### config.mk
export PLATFORM = sky130hd
export DESIGN_NAME = low_power_mode_controller
export DESIGN_NICKNAME = d
export VERILOG_FILES = /design/src/periph_clock_divider.v /design/src/wake_counter.v /design/src/low_power_mode_controller.v
export VERILOG_INCLUDE_DIRS = /design/src
export SDC_FILE = /design/constraint.sdc
export NUM_CORES = 1
export LEC_CHECK = 0
export ABC_CLOCK_PERIOD_IN_PS = 5200
export BUFFER_PORTS_ARGS = -buffer_cell sky130_fd_sc_hd__buf_2
export CAP_MARGIN = 20
export CORE_MARGIN = 5
export CORE_UTILIZATION = 45
export DETAILED_ROUTE_END_ITERATION = 6
export PLACE_DENSITY = 0.8
export SLEW_MARGIN = 20
export SYNTH_ARGS = -nofsm -noshare
export SYNTH_HDL_FRONTEND = slang
export SYNTH_SLANG_ARGS = --single-unit
### constraint.sdc
create_clock -name sys_clk_in -period 5.2 [get_ports sys_clk_in]
set_input_delay 0.52 -clock sys_clk_in [delete_from_list [all_inputs] [get_ports sys_clk_in]]
set_output_delay 0.52 -clock sys_clk_in [all_outputs]
set_load 0.1 [all_outputs]
### src/lpm_regs.vh
// Purpose: Offsets, field positions, reset values and timing counts of the power-mode controller.
// Assumes: Included by the controller files only.
// Notes: Byte addresses on the AHB-Lite register bus.
`ifndef LPM_REGS_VH
`define LPM_REGS_VH
`define LPM_PLL_CONTROL_OFFSET   8'h00
`define LPM_STATUS_OFFSET        8'h04
`define LPM_POWER_DOWN_ALL_BIT   0
`define LPM_CORE_CLOCK_STOP_BIT  1
`define LPM_CORE_PERIPH_STOP_BIT 2
`define LPM_PERIPH_DIV_SEL_BIT   3
`define LPM_PLL_CONTROL_RESET    4'h0
`define LPM_IDLE_WAKE_CYCLES     16'd2
`define LPM_CORE_WAKE_CYCLES     16'd2
`define LPM_CPER_WAKE_CYCLES     16'd5
`define LPM_PLL_RELOCK_CYCLES    500
`define LPM_MODE_RUN             3'h0
`define LPM_MODE_IDLE            3'h1
`define LPM_MODE_CORE            3'h2
`define LPM_MODE_CPER            3'h3
`define LPM_MODE_ALL             3'h4
`define LPM_MODE_WAKE            3'h5
`endif

### src/periph_clock_divider.v
// Purpose: Peripheral clock enable at the core rate or at half of it.
// Assumes: One system clock; the enable qualifies peripheral logic.
// Notes: The enable is gated by run_in here; the caller drives run_in.
`timescale 1ns/1ps
module periph_clock_divider (
    input  wire sys_clk_in,
    input  wire rst_in,
    input  wire half_rate_in,
    input  wire run_in,
    output wire periph_tick_out
);
    reg phase_q;
    always @(posedge sys_clk_in) begin
        if (rst_in) begin
            phase_q <= 1'b0;
        end else if (run_in) begin
            phase_q <= ~phase_q;
        end
    end
    assign periph_tick_out = run_in & (~half_rate_in | phase_q);
endmodule // periph_clock_divider

### src/wake_counter.v
// Purpose: Counts down a wake latency and flags its end.
// Assumes: Load and count are exclusive in use.
// Notes: The width covers the relock count.
`timescale 1ns/1ps
module wake_counter #(
    parameter WIDTH = 16
) (
    input  wire             sys_clk_in,
    input  wire             rst_in,
    input  wire             load_in,
    input  wire [WIDTH-1:0] load_value_in,
    output wire             done_out
);
    reg [WIDTH-1:0] count_q;
    always @(posedge sys_clk_in) begin
        if (rst_in) begin
            count_q <= {WIDTH{1'b0}};
        end else if (load_in) begin
            count_q <= load_value_in;
        end else if (count_q != {WIDTH{1'b0}}) begin
            count_q <= count_q - {{(WIDTH-1){1'b0}}, 1'b1};
        end
    end
    assign done_out = (count_q == {{(WIDTH-1){1'b0}}, 1'b1});
endmodule // wake_counter

### src/low_power_mode_controller.v
// Purpose: Chooses and sequences the four standby modes on a halt instruction.
// Assumes: Halt and interrupt inputs are single-cycle pulses synchronous to sys_clk_in.
// Notes: Clock gating is expressed as run enables; the core sequencer applies them.
`timescale 1ns/1ps
`include "lpm_regs.vh"
// Contract
// - Low-power mode is entered only on a halt; stop bits choose the mode.
// - Plain idle: core stops, pipeline kept, both clocks keep running.
// - Idle wake: resume after two cycles at the instruction after halt.
// - Core power-down: core clock off, PLL and peripheral bus running, pipeline kept.
// - Core power-down chosen when all-bit 0, periph-stop 0, clock-stop 1.
// - Core power-down wake: restart core clock, resume after two cycles.
// - Core/peripheral power-down: both clocks off, PLL on, pipeline lost.
// - Core/peripheral power-down chosen when all-bit 0 and periph-stop 1.
// - Core/peripheral wake: restart clocks, resume after five to six cycles.
// - Full power-down: core, peripheral clock and PLL stopped, pipeline lost.
// - Full power-down chosen whenever the all-bit is 1.
// - Full power-down wake: restart PLL, wait 500 cycles, then resume.
// - Peripheral clock runs at core rate or half, by divide select.
module low_power_mode_controller #(
    parameter PLL_RELOCK_CYCLES = `LPM_PLL_RELOCK_CYCLES
) (
    input  wire        sys_clk_in,
    input  wire        rst_in,
    input  wire [31:0] haddr_in,
    input  wire [1:0]  htrans_in,
    input  wire        hwrite_in,
    input  wire [2:0]  hsize_in,
    input  wire        hsel_in,
    input  wire        hready_in,
    input  wire [31:0] hwdata_in,
    output wire [31:0] hrdata_out,
    output wire        hreadyout_out,
    output wire        hresp_out,
    input  wire        halt_exec_in,
    input  wire        interrupt_in,
    output wire        core_clock_run_out,
    output wire        periph_clock_run_out,
    output wire        periph_tick_out,
    output wire        pll_run_out,
    output wire        pipeline_keep_out,
    output wire        pipeline_flush_out,
    output wire        core_resume_out,
    output wire        standby_out
);
    // The relock count is cut to the counter width on purpose.
    localparam [31:0] RELOCK_FULL = PLL_RELOCK_CYCLES;
    localparam [15:0] RELOCK      = RELOCK_FULL[15:0];

    reg  [3:0]  pll_control_register_q;
    reg  [2:0]  mode_q;
    reg  [2:0]  mode_d;
    reg  [2:0]  last_mode_q;
    reg  [2:0]  last_mode_d;
    reg         flush_q;
    reg         flush_d;
    reg         resume_q;
    reg         resume_d;
    reg         load_d;
    reg  [15:0] load_value_d;
    reg  [31:0] hrdata_q;
    reg         wr_pend_q;
    reg  [7:0]  wr_addr_q;
    wire        wake_done;
    wire        bus_take;

    wire power_down_all_bit   = pll_control_register_q[`LPM_POWER_DOWN_ALL_BIT];
    wire core_clock_stop_bit  = pll_control_register_q[`LPM_CORE_CLOCK_STOP_BIT];
    wire core_periph_stop_bit = pll_control_register_q[`LPM_CORE_PERIPH_STOP_BIT];
    wire periph_clock_divide_select = pll_control_register_q[`LPM_PERIPH_DIV_SEL_BIT];

    // Mode chosen from the stop bits; the all-bit dominates the others.
    function [2:0] select_mode;
        input all_bit;
        input cper_bit;
        input core_bit;
        begin
            if (all_bit) begin
                select_mode = `LPM_MODE_ALL;
            end else if (cper_bit) begin
                select_mode = `LPM_MODE_CPER;
            end else if (core_bit) begin
                select_mode = `LPM_MODE_CORE;
            end else begin
                select_mode = `LPM_MODE_IDLE;
            end
        end
    endfunction

    // Single-cycle zero-wait AHB-Lite slave; writes land in the data phase.
    assign bus_take = hsel_in & hready_in & htrans_in[1];
    always @(posedge sys_clk_in) begin
        if (rst_in) begin
            pll_control_register_q <= `LPM_PLL_CONTROL_RESET;
            wr_pend_q              <= 1'b0;
            wr_addr_q              <= 8'h00;
            hrdata_q               <= 32'h00000000;
        end else begin
            wr_pend_q <= bus_take & hwrite_in;
            wr_addr_q <= haddr_in[7:0];
            if (wr_pend_q && wr_addr_q == `LPM_PLL_CONTROL_OFFSET) begin
                pll_control_register_q <= hwdata_in[3:0];
            end
            if (bus_take && !hwrite_in) begin
                case (haddr_in[7:0])
                    `LPM_PLL_CONTROL_OFFSET: hrdata_q <= {28'h0000000, pll_control_register_q};
                    `LPM_STATUS_OFFSET:      hrdata_q <= {29'h0000000, mode_q};
                    default:                 hrdata_q <= 32'h00000000;
                endcase
            end
        end
    end
    assign hrdata_out    = hrdata_q;
    assign hreadyout_out = 1'b1;
    assign hresp_out     = 1'b0;

    // Mode sequencer.
    always @* begin
        mode_d       = mode_q;
        last_mode_d  = last_mode_q;
        flush_d      = 1'b0;
        resume_d     = 1'b0;
        load_d       = 1'b0;
        load_value_d = 16'h0000;
        case (mode_q)
            `LPM_MODE_RUN: begin
                if (halt_exec_in) begin
                    mode_d      = select_mode(power_down_all_bit, core_periph_stop_bit, core_clock_stop_bit);
                    last_mode_d = mode_d;
                end
            end
            `LPM_MODE_IDLE, `LPM_MODE_CORE: begin
                if (interrupt_in) begin
                    mode_d       = `LPM_MODE_WAKE;
                    load_d       = 1'b1;
                    load_value_d = (mode_q == `LPM_MODE_IDLE) ? `LPM_IDLE_WAKE_CYCLES
                                                              : `LPM_CORE_WAKE_CYCLES;
                end
            end
            `LPM_MODE_CPER: begin
                if (interrupt_in) begin
                    mode_d       = `LPM_MODE_WAKE;
                    load_d       = 1'b1;
                    load_value_d = `LPM_CPER_WAKE_CYCLES;
                    flush_d      = 1'b1;
                end
            end
            `LPM_MODE_ALL: begin
                if (interrupt_in) begin
                    mode_d       = `LPM_MODE_WAKE;
                    load_d       = 1'b1;
                    load_value_d = RELOCK;
                    flush_d      = 1'b1;
                end
            end
            `LPM_MODE_WAKE: begin
                if (wake_done) begin
                    mode_d   = `LPM_MODE_RUN;
                    resume_d = 1'b1;
                end
            end
            default: begin
                mode_d = `LPM_MODE_RUN;
            end
        endcase
    end

    always @(posedge sys_clk_in) begin
        if (rst_in) begin
            mode_q      <= `LPM_MODE_RUN;
            last_mode_q <= `LPM_MODE_RUN;
            flush_q     <= 1'b0;
            resume_q    <= 1'b0;
        end else begin
            mode_q      <= mode_d;
            last_mode_q <= last_mode_d;
            flush_q     <= flush_d;
            resume_q    <= resume_d;
        end
    end

    wake_counter #(
        .WIDTH(16)
    ) u_wake_counter (
        .sys_clk_in   (sys_clk_in),
        .rst_in       (rst_in),
        .load_in      (load_d),
        .load_value_in(load_value_d),
        .done_out     (wake_done)
    );

    // Clocks restart at wake so the core sees them before it resumes.
    assign core_clock_run_out   = (mode_q == `LPM_MODE_RUN) || (mode_q == `LPM_MODE_IDLE)
                                  || (mode_q == `LPM_MODE_WAKE);
    assign periph_clock_run_out = (mode_q != `LPM_MODE_CPER) && (mode_q != `LPM_MODE_ALL);
    assign pll_run_out          = (mode_q != `LPM_MODE_ALL);
    assign pipeline_keep_out    = (mode_q == `LPM_MODE_IDLE) || (mode_q == `LPM_MODE_CORE)
                                  || ((mode_q == `LPM_MODE_WAKE) && (last_mode_q != `LPM_MODE_CPER)
                                      && (last_mode_q != `LPM_MODE_ALL));
    assign pipeline_flush_out   = flush_q;
    assign core_resume_out      = resume_q;
    assign standby_out          = (mode_q != `LPM_MODE_RUN);

    periph_clock_divider u_periph_clock_divider (
        .sys_clk_in     (sys_clk_in),
        .rst_in         (rst_in),
        .half_rate_in   (periph_clock_divide_select),
        .run_in         (periph_clock_run_out),
        .periph_tick_out(periph_tick_out)
    );
endmodule // low_power_mode_controller

# Word level (Yosys, flattened, before mapping)
# Cells that the tools add are included.
dict set report op_classes {
  addsub 1
  eq_ne 14
  mux 17
  bitwise_logic 9
  n_reduce_logical 23
}
# operator count
set op_table {}
lappend op_table {{$mux W16} 2}
lappend op_table {{$pmux W9 S3} 1}
lappend op_table {{$eq A16 B1 Y1 const B} 1}
lappend op_table {{$logic_not A8 Y1} 2}
lappend op_table {{$reduce_bool A16 Y1} 1}
lappend op_table {{$sub A16 B1 Y16 const B} 1}
lappend op_table {{$mux W3} 5}
lappend op_table {{$mux W9} 1}
lappend op_table {{$pmux W3 S3} 1}
lappend op_table {{$eq A8 B3 Y1 const B} 1}
lappend op_table {{$pmux W4 S2} 1}
lappend op_table {{$reduce_or A2 Y1} 4}
lappend op_table {{$eq A3 B2 Y1 const B} 2}
lappend op_table {{$eq A3 B3 Y1 const B} 2}
lappend op_table {{$mux W2} 3}
lappend op_table {{$ne A3 B2 Y1 const B} 2}
lappend op_table {{$ne A3 B3 Y1 const B} 2}
lappend op_table {{$logic_and A1 B1 Y1} 5}
lappend op_table {{$and A1 B1 Y1} 4}
lappend op_table {{$logic_or A1 B1 Y1} 4}
lappend op_table {{$ne A2 B1 Y1 const B} 2}
lappend op_table {{$not A1 Y1} 4}
lappend op_table {{$reduce_or A4 Y1} 1}
lappend op_table {{$eq A3 B1 Y1 const B} 1}
lappend op_table {{other kinds (9)} 11}
dict set report word_totals {
  regBits 70
  inputBits 76
  out_inout_bits 42
  elab_cells 74
}

# Logic depth before layout (Yosys ltp)
# Gate-level depths: netlist (run 1).
dict set report depth {
  depth_word 5
  depth_mapped 8
  ltp_nobuf 7
}

# By module
# A second synthesis (run 1) with hierarchy kept.
dict set report hier_totals {
  hier_cells 277
  area_unflattened_um2 2371.0
}
# mod n_inst cells_each area_each_um2 seq_area_each_um2
set by_module_without_submodules {}
lappend by_module_without_submodules {low_power_mode_controller 1 157 1381.3 500.5}
lappend by_module_without_submodules {wake_counter 1 115 945.9 320.3}
lappend by_module_without_submodules {periph_clock_divider 1 5 43.8 20.0}

# Least setup slack after synthesis (run 1)
# OpenSTA, ideal clock, no wires.
dict set report synth_timing {
  path_type {flip-flop to output port}
  start {reg mode_q[2]}
  end {out periph_tick_out}
  t_arrival_ns 2.435
  t_required_ns 4.680
  slack_ns 2.245
  path_stages_with_launch 4
  path_buffers 0
  cell_sequence {dfxtp_1 > or3b_4 > nand2_1 > a21oi_1}
}
dict set report synth_via {
  elab_chain_len 3
  word_cells_on_any_way 4
  classes_between {eq/ne (2); bitwise (1); reduce/logical (1)}
}
# item line
set synth_lines {}
lappend synth_lines {{start, declared} low_power_mode_controller.v:51} ;# reg [2:0] mode_q;
lappend synth_lines {{start signal, assigned} low_power_mode_controller.v:170} ;# mode_q <= `LPM_MODE_RUN;
lappend synth_lines {{start signal, assigned} low_power_mode_controller.v:175} ;# mode_q <= mode_d;
lappend synth_lines {{$ne A3 B3 Y1 (no source line)} n/a}
lappend synth_lines {{net pll_run_out} low_power_mode_controller.v:40} ;# output wire pll_run_out,
lappend synth_lines {{$logic_and A1 B1 Y1} low_power_mode_controller.v:195} ;# assign periph_clock_run_out = (mode_q != `LPM_MODE_CPER) && (mode_q != `LPM_MODE_ALL);
lappend synth_lines {{$and A1 B1 Y1} periph_clock_divider.v:20} ;# assign periph_tick_out = run_in & (~half_rate_in | phase_q);
lappend synth_lines {{end, declared} low_power_mode_controller.v:39} ;# output wire periph_tick_out,
# The timed path passes the listed nets, and every way through them passes these cells.

# Worst setup path in the final report (run 1)
dict set report layout_timing {
  start {reg mode_q[2]}
  end {out periph_tick_out}
}
dict set report layout_via {
  elab_chain_len 3
  word_cells_on_any_way 4
  classes_between {eq/ne (2); bitwise (1); reduce/logical (1)}
}
# item line
set layout_lines {}
lappend layout_lines {{$ne A3 B2 Y1 (no source line) or $ne A3 B3 Y1 (tied branches)} n/a}
lappend layout_lines {{$logic_and A1 B1 Y1 *} low_power_mode_controller.v:195}
lappend layout_lines {{$and A1 B1 Y1 *} periph_clock_divider.v:20}
# Every way passes the cells marked *; elsewhere a longest branch is shown, timed or not.

==> summary.txt, run 1 <==
GRT
  • Antenna violations before repair: 0
  • First-pass GRT wire length: 7.22 mm
  • Remaining global-route overflow: 0
  • Largest net degree at the start of global routing: 33
  • Vias in the first global route: 1625
  • All-Layer GR Usage: 0.142

Synth
  • Share of synthesized area occupied by flip-flops and latches: 0.381
  • Async set-reset flop share out of synthesis: 0
  • Commonest register cell after synthesis: dfxtp_1
  • Cell taking the most area after synthesis: dfxtp_1
  • Yosys reg bits: 42
  • Average cell area after synthesis: about 8.4 sq um
  • YS warnings: 0
  • Proportion of netlist area held by the largest area contributor: 0.381
  • Synth Instances: about 260
  • Top cells by area, synth: dfxtp_1, buf_4, nor2_1
  • Summed instance area of the synthesized netlist: 0.00220 sq mm
  • Number of enable flip-flop cells after synthesis: 0
  • Distinct cell type count of the synthesized netlist: 47

Run status
  • Result of the run: completed

Setup path
  • Crit path kind: flop to output pin
  • Crit path cell chain: or3b_4, nand2_1, a21oi_1, buf_2
  • CP Buf/Inv Count: 1
  • Required time of the worst setup path: 4.68 ns
  • Worst path slowest cell: dfxtp_1
  • Delay of the slowest cell on the worst path: 0.75 ns
  • Gate family responsible for the most delay along the worst path: flip-flops
  • Arrival time of data at the critical path endpoint: 2.05 ns
  • Highest fanout seen on the critical path: 22
  • Number of cells on the worst reg-to-reg path: 5
  • CP startpoint kind: flop
  • Startpoint of the worst-slack reg-to-reg timing path: mode_q[2]$_SDFFE_PP0P_
  • Setup slack, reg-to-reg: 2.88 ns
  • Worst R2R End: u_wake_counter.count_q[12]$_SDFFE_PP0P_
  • Kind of capture point of the worst setup path: output pin

Timing
  • Worst rel slew slack: 0.563
  • Setup repair after global routing missed its margin: no
  • Hold slack: 0.451 ns
  • Final clock period utilization by the worst path: 0.494
  • Setup WS post-layout: 2.63 ns
  • Max Slew Vio Count: 0
  • Post-route setup TNS: 0 ns
  • Least-Margin Pin Slew: 0.654 ns
  • Peak Freq: just under 0.4 GHz
  • Final Skew: about 0.0056 ns
  • Hold Violations, Final: 0
  • Clock period minus final worst setup slack: approximately 2.6 ns
  • Number of failing setup endpoints in the final timing report: 0

Die
  • Initial core utilization: 0.464
  • Placement Rows: 25
  • Placeable core region: 0.00475 sq mm
  • Number of primary I/O pins: 118
  • Horiz. Die Dim: 80.0 microns
  • Die height: 80.0 microns
  • Die outline area: 0.00640 sq mm

Cells and area
  • Proportion of layout cells with a drive suffix above 1: 0.170
  • # diodes: 0
  • Area growth, synth to finish: 7.89%
  • Final non-filler cell area: 0.00238 sq mm
  • Number of nets in the finished design: 366

Min path
  • Launch instance of the worst min-delay path: haddr_in[4]
  • Hold path cells: 2
  • Min-delay worst type: input pin to flop
  • WHS Endpoint: wr_addr_q[4]$_SDFF_PP0_

Power
  • Switching fraction of total power: 0.451
  • Internal power consumption: ~0.72 mW
  • Portion of total power attributed to combinational logic: 0.472
  • Power share of the clock group: 0.184
  • Leakage power: 1.04 nW
  • Worst supply voltage drop on vdd: 0.283 mV
  • Net switching power figure: 0.592 mW
  • Power share of the sequential group: 0.343
  • Power density of the placed cells: roughly 550 mW/mm^2

Routing
  • Residual antenna-violating net count after detailed routing: 0
  • Average routed wire per standard cell: 12.0 microns
  • Detail-routed via count per cell: 4.87
  • DRC errors left: 0
  • First DRT Iteration DRCs: 81
  • Total wirelength of the detailed-routed design: between 4 and 5 mm
  • DRT Pass-1 Iters: 4
  • Total via count after detailed routing: 1735

Placement
  • Placer's final routability congestion estimate: 0.803
  • Instance area at placement: 0.00227 sq mm
  • HPWL after DPL: 3.14 mm
  • IO buf count: 31
  • Pre-CTS WS: 2.92 ns

Clocking
  • H-Tree Level Count: 2
  • Clock sink total: 42
  • Hold-fix buffers, CTS: 0
  • Post-CTS Setup Inserts: 0
  • Number of buffers inserted during clock tree synthesis: 5
  • Resized Gates After CTS: 0
  • Post-CTS clock slew at the launch and capture registers of the worst setup and hold paths: approximately 0.080 ns
  • Clock latency of the later-clocked register in the worst-skew pair: 0.29 ns
  • Clock tree from TritonCTS: done
  • Root Driver: clkbuf_8
  • Maximum number of buffers from clock root to sink: 2

Run
  • Max Cap Violations: 0
==> worst reg2reg max path, stage by stage, from the launching register on <==
cell and delay (ns):
dfxtp_1 0.75, or3b_4 0.49, o22ai_2 0.22, and4bb_1 0.31
or4_1 0.42, nand2_1 0.07
==> registers in the layout (all words and copies together) (netlist names) <==
| register | cells |
|---|---|
| pipeline_flush_out | 1 |
| mode_q | 3 |
| u_periph_clock_divider.phase_q | 1 |
| wr_pend_q | 1 |
| core_resume_out | 1 |
| last_mode_q | 3 |
| u_wake_counter.count_q | 16 |
| hrdata_out | 4 |
| wr_addr_q | 8 |
| pll_control_register_q | 4 |
==> layout make-up <==
type                       count  area (sq um)
multi-input combinational    201          1160
tap                           67          83.8
inverter                       7          26.3
sequential                    42           841
clock buffer                   8           110
fill                         471          2380
timing repair buffer          31           155
==> worst max-delay path by stage <==
stage | cells after the start | to | start | slack (ns)
floorplan | 3 | periph_tick_out | mode_q[2]$_SDFFE_PP0P_ | 2.25
global placement | 5 | u_wake_counter.count_q[12]$_SDFFE_PP0P_ | mode_q[2]$_SDFFE_PP0P_ | 2.92
detailed placement | 5 | u_wake_counter.count_q[12]$_SDFFE_PP0P_ | mode_q[2]$_SDFFE_PP0P_ | 2.92
CTS | 4 | periph_tick_out | mode_q[2]$_SDFFE_PP0P_ | 2.62
global route | 4 | periph_clock_run_out | mode_q[2]$_SDFFE_PP0P_ | 2.51
finish | 4 | periph_tick_out | mode_q[2]$_SDFFE_PP0P_ | 2.63
==> through the flow <==
step	instances	util	power (mW)
3_5_place_dp	348	0.477	1.07
2_1_floorplan	292	-	1.01
5_1_grt	356	0.500	1.41
6_report	356	0.500	1.31
3_3_place_gp	348	0.477	1.06
4_1_cts	356	0.500	1.32
==> placed cells by master, fill, tap and decap left out, types with 3 or more instances in the layout <==
cell type  instances
buf_2             31
nor3_1             8
mux2_2             3
mux2i_1            9
nor2b_1            9
a211oi_1           4
nand3b_1           5
clkbuf_8           8
nor4_1             4
a22oi_1            3
xnor2_1            6
inv_1              7
o21ai_0            8
nand2_1           23
nor2_1            31
or2_2              3
conb_1            30
a21oi_1           19
dfxtp_1           42
==> cells in the mapped netlist, types with 3 or more instances <==
library cell	count
dfxtp_1	42
nor2_1	31
buf_4	30
nand2_1	23
a21oi_1	19
mux2i_1	9
nor2b_1	9
clkbuf_1	8
nor3_1	8
o21ai_0	8
inv_1	7
xnor2_1	6
nand3b_1	5
a211oi_1	4
nor4_1	4
a22oi_1	3
mux2_2	3
or2_2	3
==> metal layers <==
| layer | up-vias | GRT usage | wire length [microns] |
|---|---|---|---|
| li1 | 897 | - | - |
| met1 | 783 | 0.176 | 1960 |
| met2 | 47 | 0.221 | 1900 |
| met3 | 8 | 0.0553 | 323 |
| met4 | 0 | 0.0557 | 78 |
| met5 | - | 0 | 0 |
==> power groups by stage <==
stage	Combinational, mW	Clock (mW)	Sequential [mW]
detailed placement	0.616	0	0.458
finish	0.621	0.242	0.451
floorplan	0.571	0	0.437
global route	0.682	0.264	0.462
global placement	0.606	0	0.454
CTS	0.620	0.249	0.450
==> logic make-up (layout without fill, tap and decap cells) <==
| kind of cell | count (synthesis) | in the layout | synth area share |
|---|---|---|---|
| XOR/XNOR | 8 | 8 | 0.0318 |
| AND/OR/NAND/NOR | 103 | 103 | 0.246 |
| flip-flops | 42 | 42 | 0.381 |
| adder cells (fa/ha/maj) | 2 | 2 | 0.0113 |
| other | 2 | 30 | 0.00341 |
| AO/OA/AOI/OAI | 46 | 46 | 0.131 |
| multiplexers | 12 | 12 | 0.0562 |
| buffers and inverters | 49 | 46 | 0.139 |
No activity file was read; power rests on OpenSTA's default activity.
==> run 2: changes to the inputs <==
Settings changed: ABC_CLOCK_PERIOD_IN_PS 5200 to 2200, CORE_UTILIZATION 45 to 40, PLACE_DENSITY 0.8 to 0.75.
Clock period 5.2 ns to 2.2 ns, I/O delays scaled along.
==> summary.txt, run 2 (synthesis results as in run 1) <==
Routing
  • Residual antenna-violating net count after detailed routing: 0 (unchanged)
  • First DRT Iteration DRCs: 97 (was 81)
  • Detail-routed via count per cell: 4.85 (was 4.87)
  • DRC errors left: 0 (unchanged)
  • Total via count after detailed routing: 1771 (was 1735)
  • DRT Pass-1 Iters: 4 (unchanged)
  • Total wirelength of the detailed-routed design: 4.21 mm (was 4.26 mm)
  • Average routed wire per standard cell: 11.5 microns (was 12.0 microns)

Setup path
  • CP startpoint kind: flop (unchanged)
  • Number of cells on the worst reg-to-reg path: 6 (was 5)
  • Delay of the slowest cell on the worst path: 0.44 ns (was 0.75 ns)
  • Arrival time of data at the critical path endpoint: 1.74 ns (was 2.05 ns)
  • Startpoint of the worst-slack reg-to-reg timing path: mode_q[2]$_SDFFE_PP0P_ (unchanged)
  • Kind of capture point of the worst setup path: output pin (unchanged)
  • CP Buf/Inv Count: 2 (was 1)
  • Required time of the worst setup path: 1.98 ns (was 4.68 ns)
  • Highest fanout seen on the critical path: 21 (was 22)
  • Worst path slowest cell: buf_2 (was dfxtp_1)
  • Setup slack, reg-to-reg: 0.30 ns (was 2.88 ns)
  • Gate family responsible for the most delay along the worst path: buffers and inverters (was flip-flops)
  • Crit path kind: flop to output pin (unchanged)
  • Worst R2R End: u_wake_counter.count_q[12]$_SDFFE_PP0P_ (unchanged)
  • Instance count on the critical path: 5 (was 4)
  • Crit path cell chain: buf_4, nand3b_1, nand2_1, a21oi_2, buf_2 (was or3b_4, nand2_1, a21oi_1, buf_2)

Min path
  • Launch instance of the worst min-delay path: haddr_in[3] (was haddr_in[4])
  • Min-delay worst type: input pin to flop (unchanged)
  • Hold path cells: 2 (unchanged)
  • WHS Endpoint: wr_addr_q[3]$_SDFF_PP0_ (was wr_addr_q[4]$_SDFF_PP0_)

Cells and area
  • Flip-flop count of the largest register after layout: 16 (unchanged)
  • Proportion of layout cells with a drive suffix above 1: 0.184 (was 0.170)
  • Most common cell after layout, fill and taps aside: dfxtp_1 (unchanged)
  • # diodes: 0 (unchanged)
  • Count of filler cells inserted in the layout: 548 (was 471)
  • Number of nets in the finished design: 370 (was 366)
  • Layout Cells excl Fill: 365 (was 356)
  • Top library cells by usage in the layout, fill and taps aside: dfxtp_1, nor2_1, buf_2 (unchanged)
  • Most flop-heavy register: u_wake_counter.count_q (unchanged)
  • Top Registers: u_wake_counter.count_q: 16 flops, wr_addr_q: 8 flops (unchanged)
  • Area growth, synth to finish: 9.88% (was 7.89%)

Run status
  • Result of the run: completed (unchanged)

Timing
  • Hold Violations, Final: 0 (unchanged)
  • Worst rel slew slack: 0.641 (was 0.563)
  • Peak Freq: ~0.51 GHz
  • Post-route setup TNS: 0 ns (unchanged)
  • Final clock period utilization by the worst path: 0.891
  • Hold slack: 0.147 ns (was 0.451 ns)
  • Max Slew Vio Count: 0 (unchanged)
  • Setup WS post-layout: 0.240 ns (was 2.63 ns)
  • Setup repair after global routing missed its margin: no (unchanged)
  • Clock period minus final worst setup slack: 1.96 ns
  • Final Skew: 0.00706 ns (was 0.00563 ns)
  • Number of failing setup endpoints in the final timing report: 0 (unchanged)
  • Least-Margin Pin Slew: 0.525 ns (was 0.654 ns)

Die
  • Die outline area: 0.00710 sq mm (was 0.00640 sq mm)
  • Placeable core region: 0.00544 sq mm (was 0.00475 sq mm)
  • Initial core utilization: 0.405 (was 0.464)
  • Placement Rows: 27 (was 25)
  • Number of primary I/O pins: 118 (unchanged)
  • Die height: 84.2 microns (was 80.0 microns)
  • Horiz. Die Dim: 84.2 microns (was 80.0 microns)

Power
  • Power density of the placed cells: 1300 mW/mm^2 (was 552 mW/mm^2)
  • Total power draw: 3.16 mW (was 1.31 mW)
  • Leakage power: 1.06 nW (was 1.04 nW)
  • Worst supply voltage drop on vdd: 0.521 mV (was 0.283 mV)

Placement
  • Pre-CTS WS: 0.320 ns (was 2.92 ns)
  • # placed instances: 357 (was 348)
  • HPWL after DPL: 3.20 mm (was 3.14 mm)
  • Placer's final routability congestion estimate: 0.772 (was 0.803)
  • IO buf count: 31 (unchanged)

Clocking
  • Clock latency of the later-clocked register in the worst-skew pair: 0.30 ns (was 0.29 ns)
  • Root Driver: clkbuf_8 (unchanged)
  • Clock sink total: 42 (unchanged)
  • Post-CTS clock slew at the launch and capture registers of the worst setup and hold paths: 0.07 ns (was 0.08 ns)
  • H-Tree Level Count: 2 (unchanged)
  • Clock tree from TritonCTS: done (unchanged)
  • Resized Gates After CTS: 0 (unchanged)
  • Maximum number of buffers from clock root to sink: 2 (unchanged)
  • Number of buffers inserted during clock tree synthesis: 5 (unchanged)
  • Hold-fix buffers, CTS: 0 (unchanged)
  • Post-CTS Setup Inserts: 0 (unchanged)

GRT
  • Largest net degree at the start of global routing: 33 (unchanged)
  • Antenna violations before repair: 0 (unchanged)
  • Remaining global-route overflow: 0 (unchanged)
  • All-Layer GR Usage: 0.117 (was 0.142)
  • First-pass GRT wire length: 6.84 mm (was 7.22 mm)
  • Vias in the first global route: 1558 (was 1625)

Run
  • Max Cap Violations: 0 (unchanged)
==> run 2: changes by cell type in the layout (fill, tap and decap cells not counted) <==
cell / delta
clkbuf_1: +2
a21oi_2: +3
clkbuf_8: -3
buf_4: +4
a21oi_1: -3
bufinv_16: +1
==> run 2: per-stage QoR <==
stage / instance area (sq um) / util
2_1_floorplan: 2320 / -
3_3_place_gp: 2320 / 0.426
3_5_place_dp: 2320 / 0.426
4_1_cts: 2420 / 0.445
5_1_grt: 2420 / 0.445
6_report: 2420 / 0.445
==> run 2: worst reg2reg max path, stage by stage (launching register included) <==
cell and delay (ns):
dfxtp_1 0.34, buf_4 0.24, nand2b_1 0.19, o22ai_2 0.12
or2_2 0.37, or4_1 0.52, nand2_1 0.08
==> run 2: worst max-delay path by stage <==
| stage | startpoint | endpoint | slack [ns] |
|---|---|---|---|
| 6_report | mode_q[2]$_SDFFE_PP0P_ | periph_tick_out | 0.24 |
| 5_1_grt | mode_q[2]$_SDFFE_PP0P_ | periph_tick_out | 0.15 |
| 4_1_cts | mode_q[2]$_SDFFE_PP0P_ | periph_tick_out | 0.23 |
| 3_5_place_dp | mode_q[2]$_SDFFE_PP0P_ | u_wake_counter.count_q[12]$_SDFFE_PP0P_ | 0.32 |
| 3_3_place_gp | mode_q[1]$_SDFFE_PP0P_ | u_wake_counter.count_q[12]$_SDFFE_PP0P_ | 0.34 |
| 2_1_floorplan | mode_q[2]$_SDFFE_PP0P_ | periph_tick_out | 0.16 |
==> run 2: cell type report <==
cell class	instances	area [sq um]	share of cell area
multi-input combinational	201	1170	0.485
sequential	42	841	0.347
timing repair buffer	35	185	0.0764
tap	72	90.1	0.0372
clock buffer	7	76.3	0.0315
clock inverter	1	30.0	0.0124
inverter	7	26.3	0.0108
==> run 2: per-layer routing <==
layer / routed length [microns] / global-route usage / vias to the layer above
met3: 325 / 0.0363 / 6
met1: 1800 / 0.137 / 806
met5: 0 / 0 / -
met4: 76 / 0.0570 / 0
met2: 2000 / 0.194 / 55
li1: - / - / 904
==> run 2: where the power goes <==
part	internal [mW]	total, mW	switching (mW)
clock network	0.340	0.596	0.257
registers	0.901	1.04	0.139
logic	0.510	1.52	1.01
total	1.75	3.16	1.41
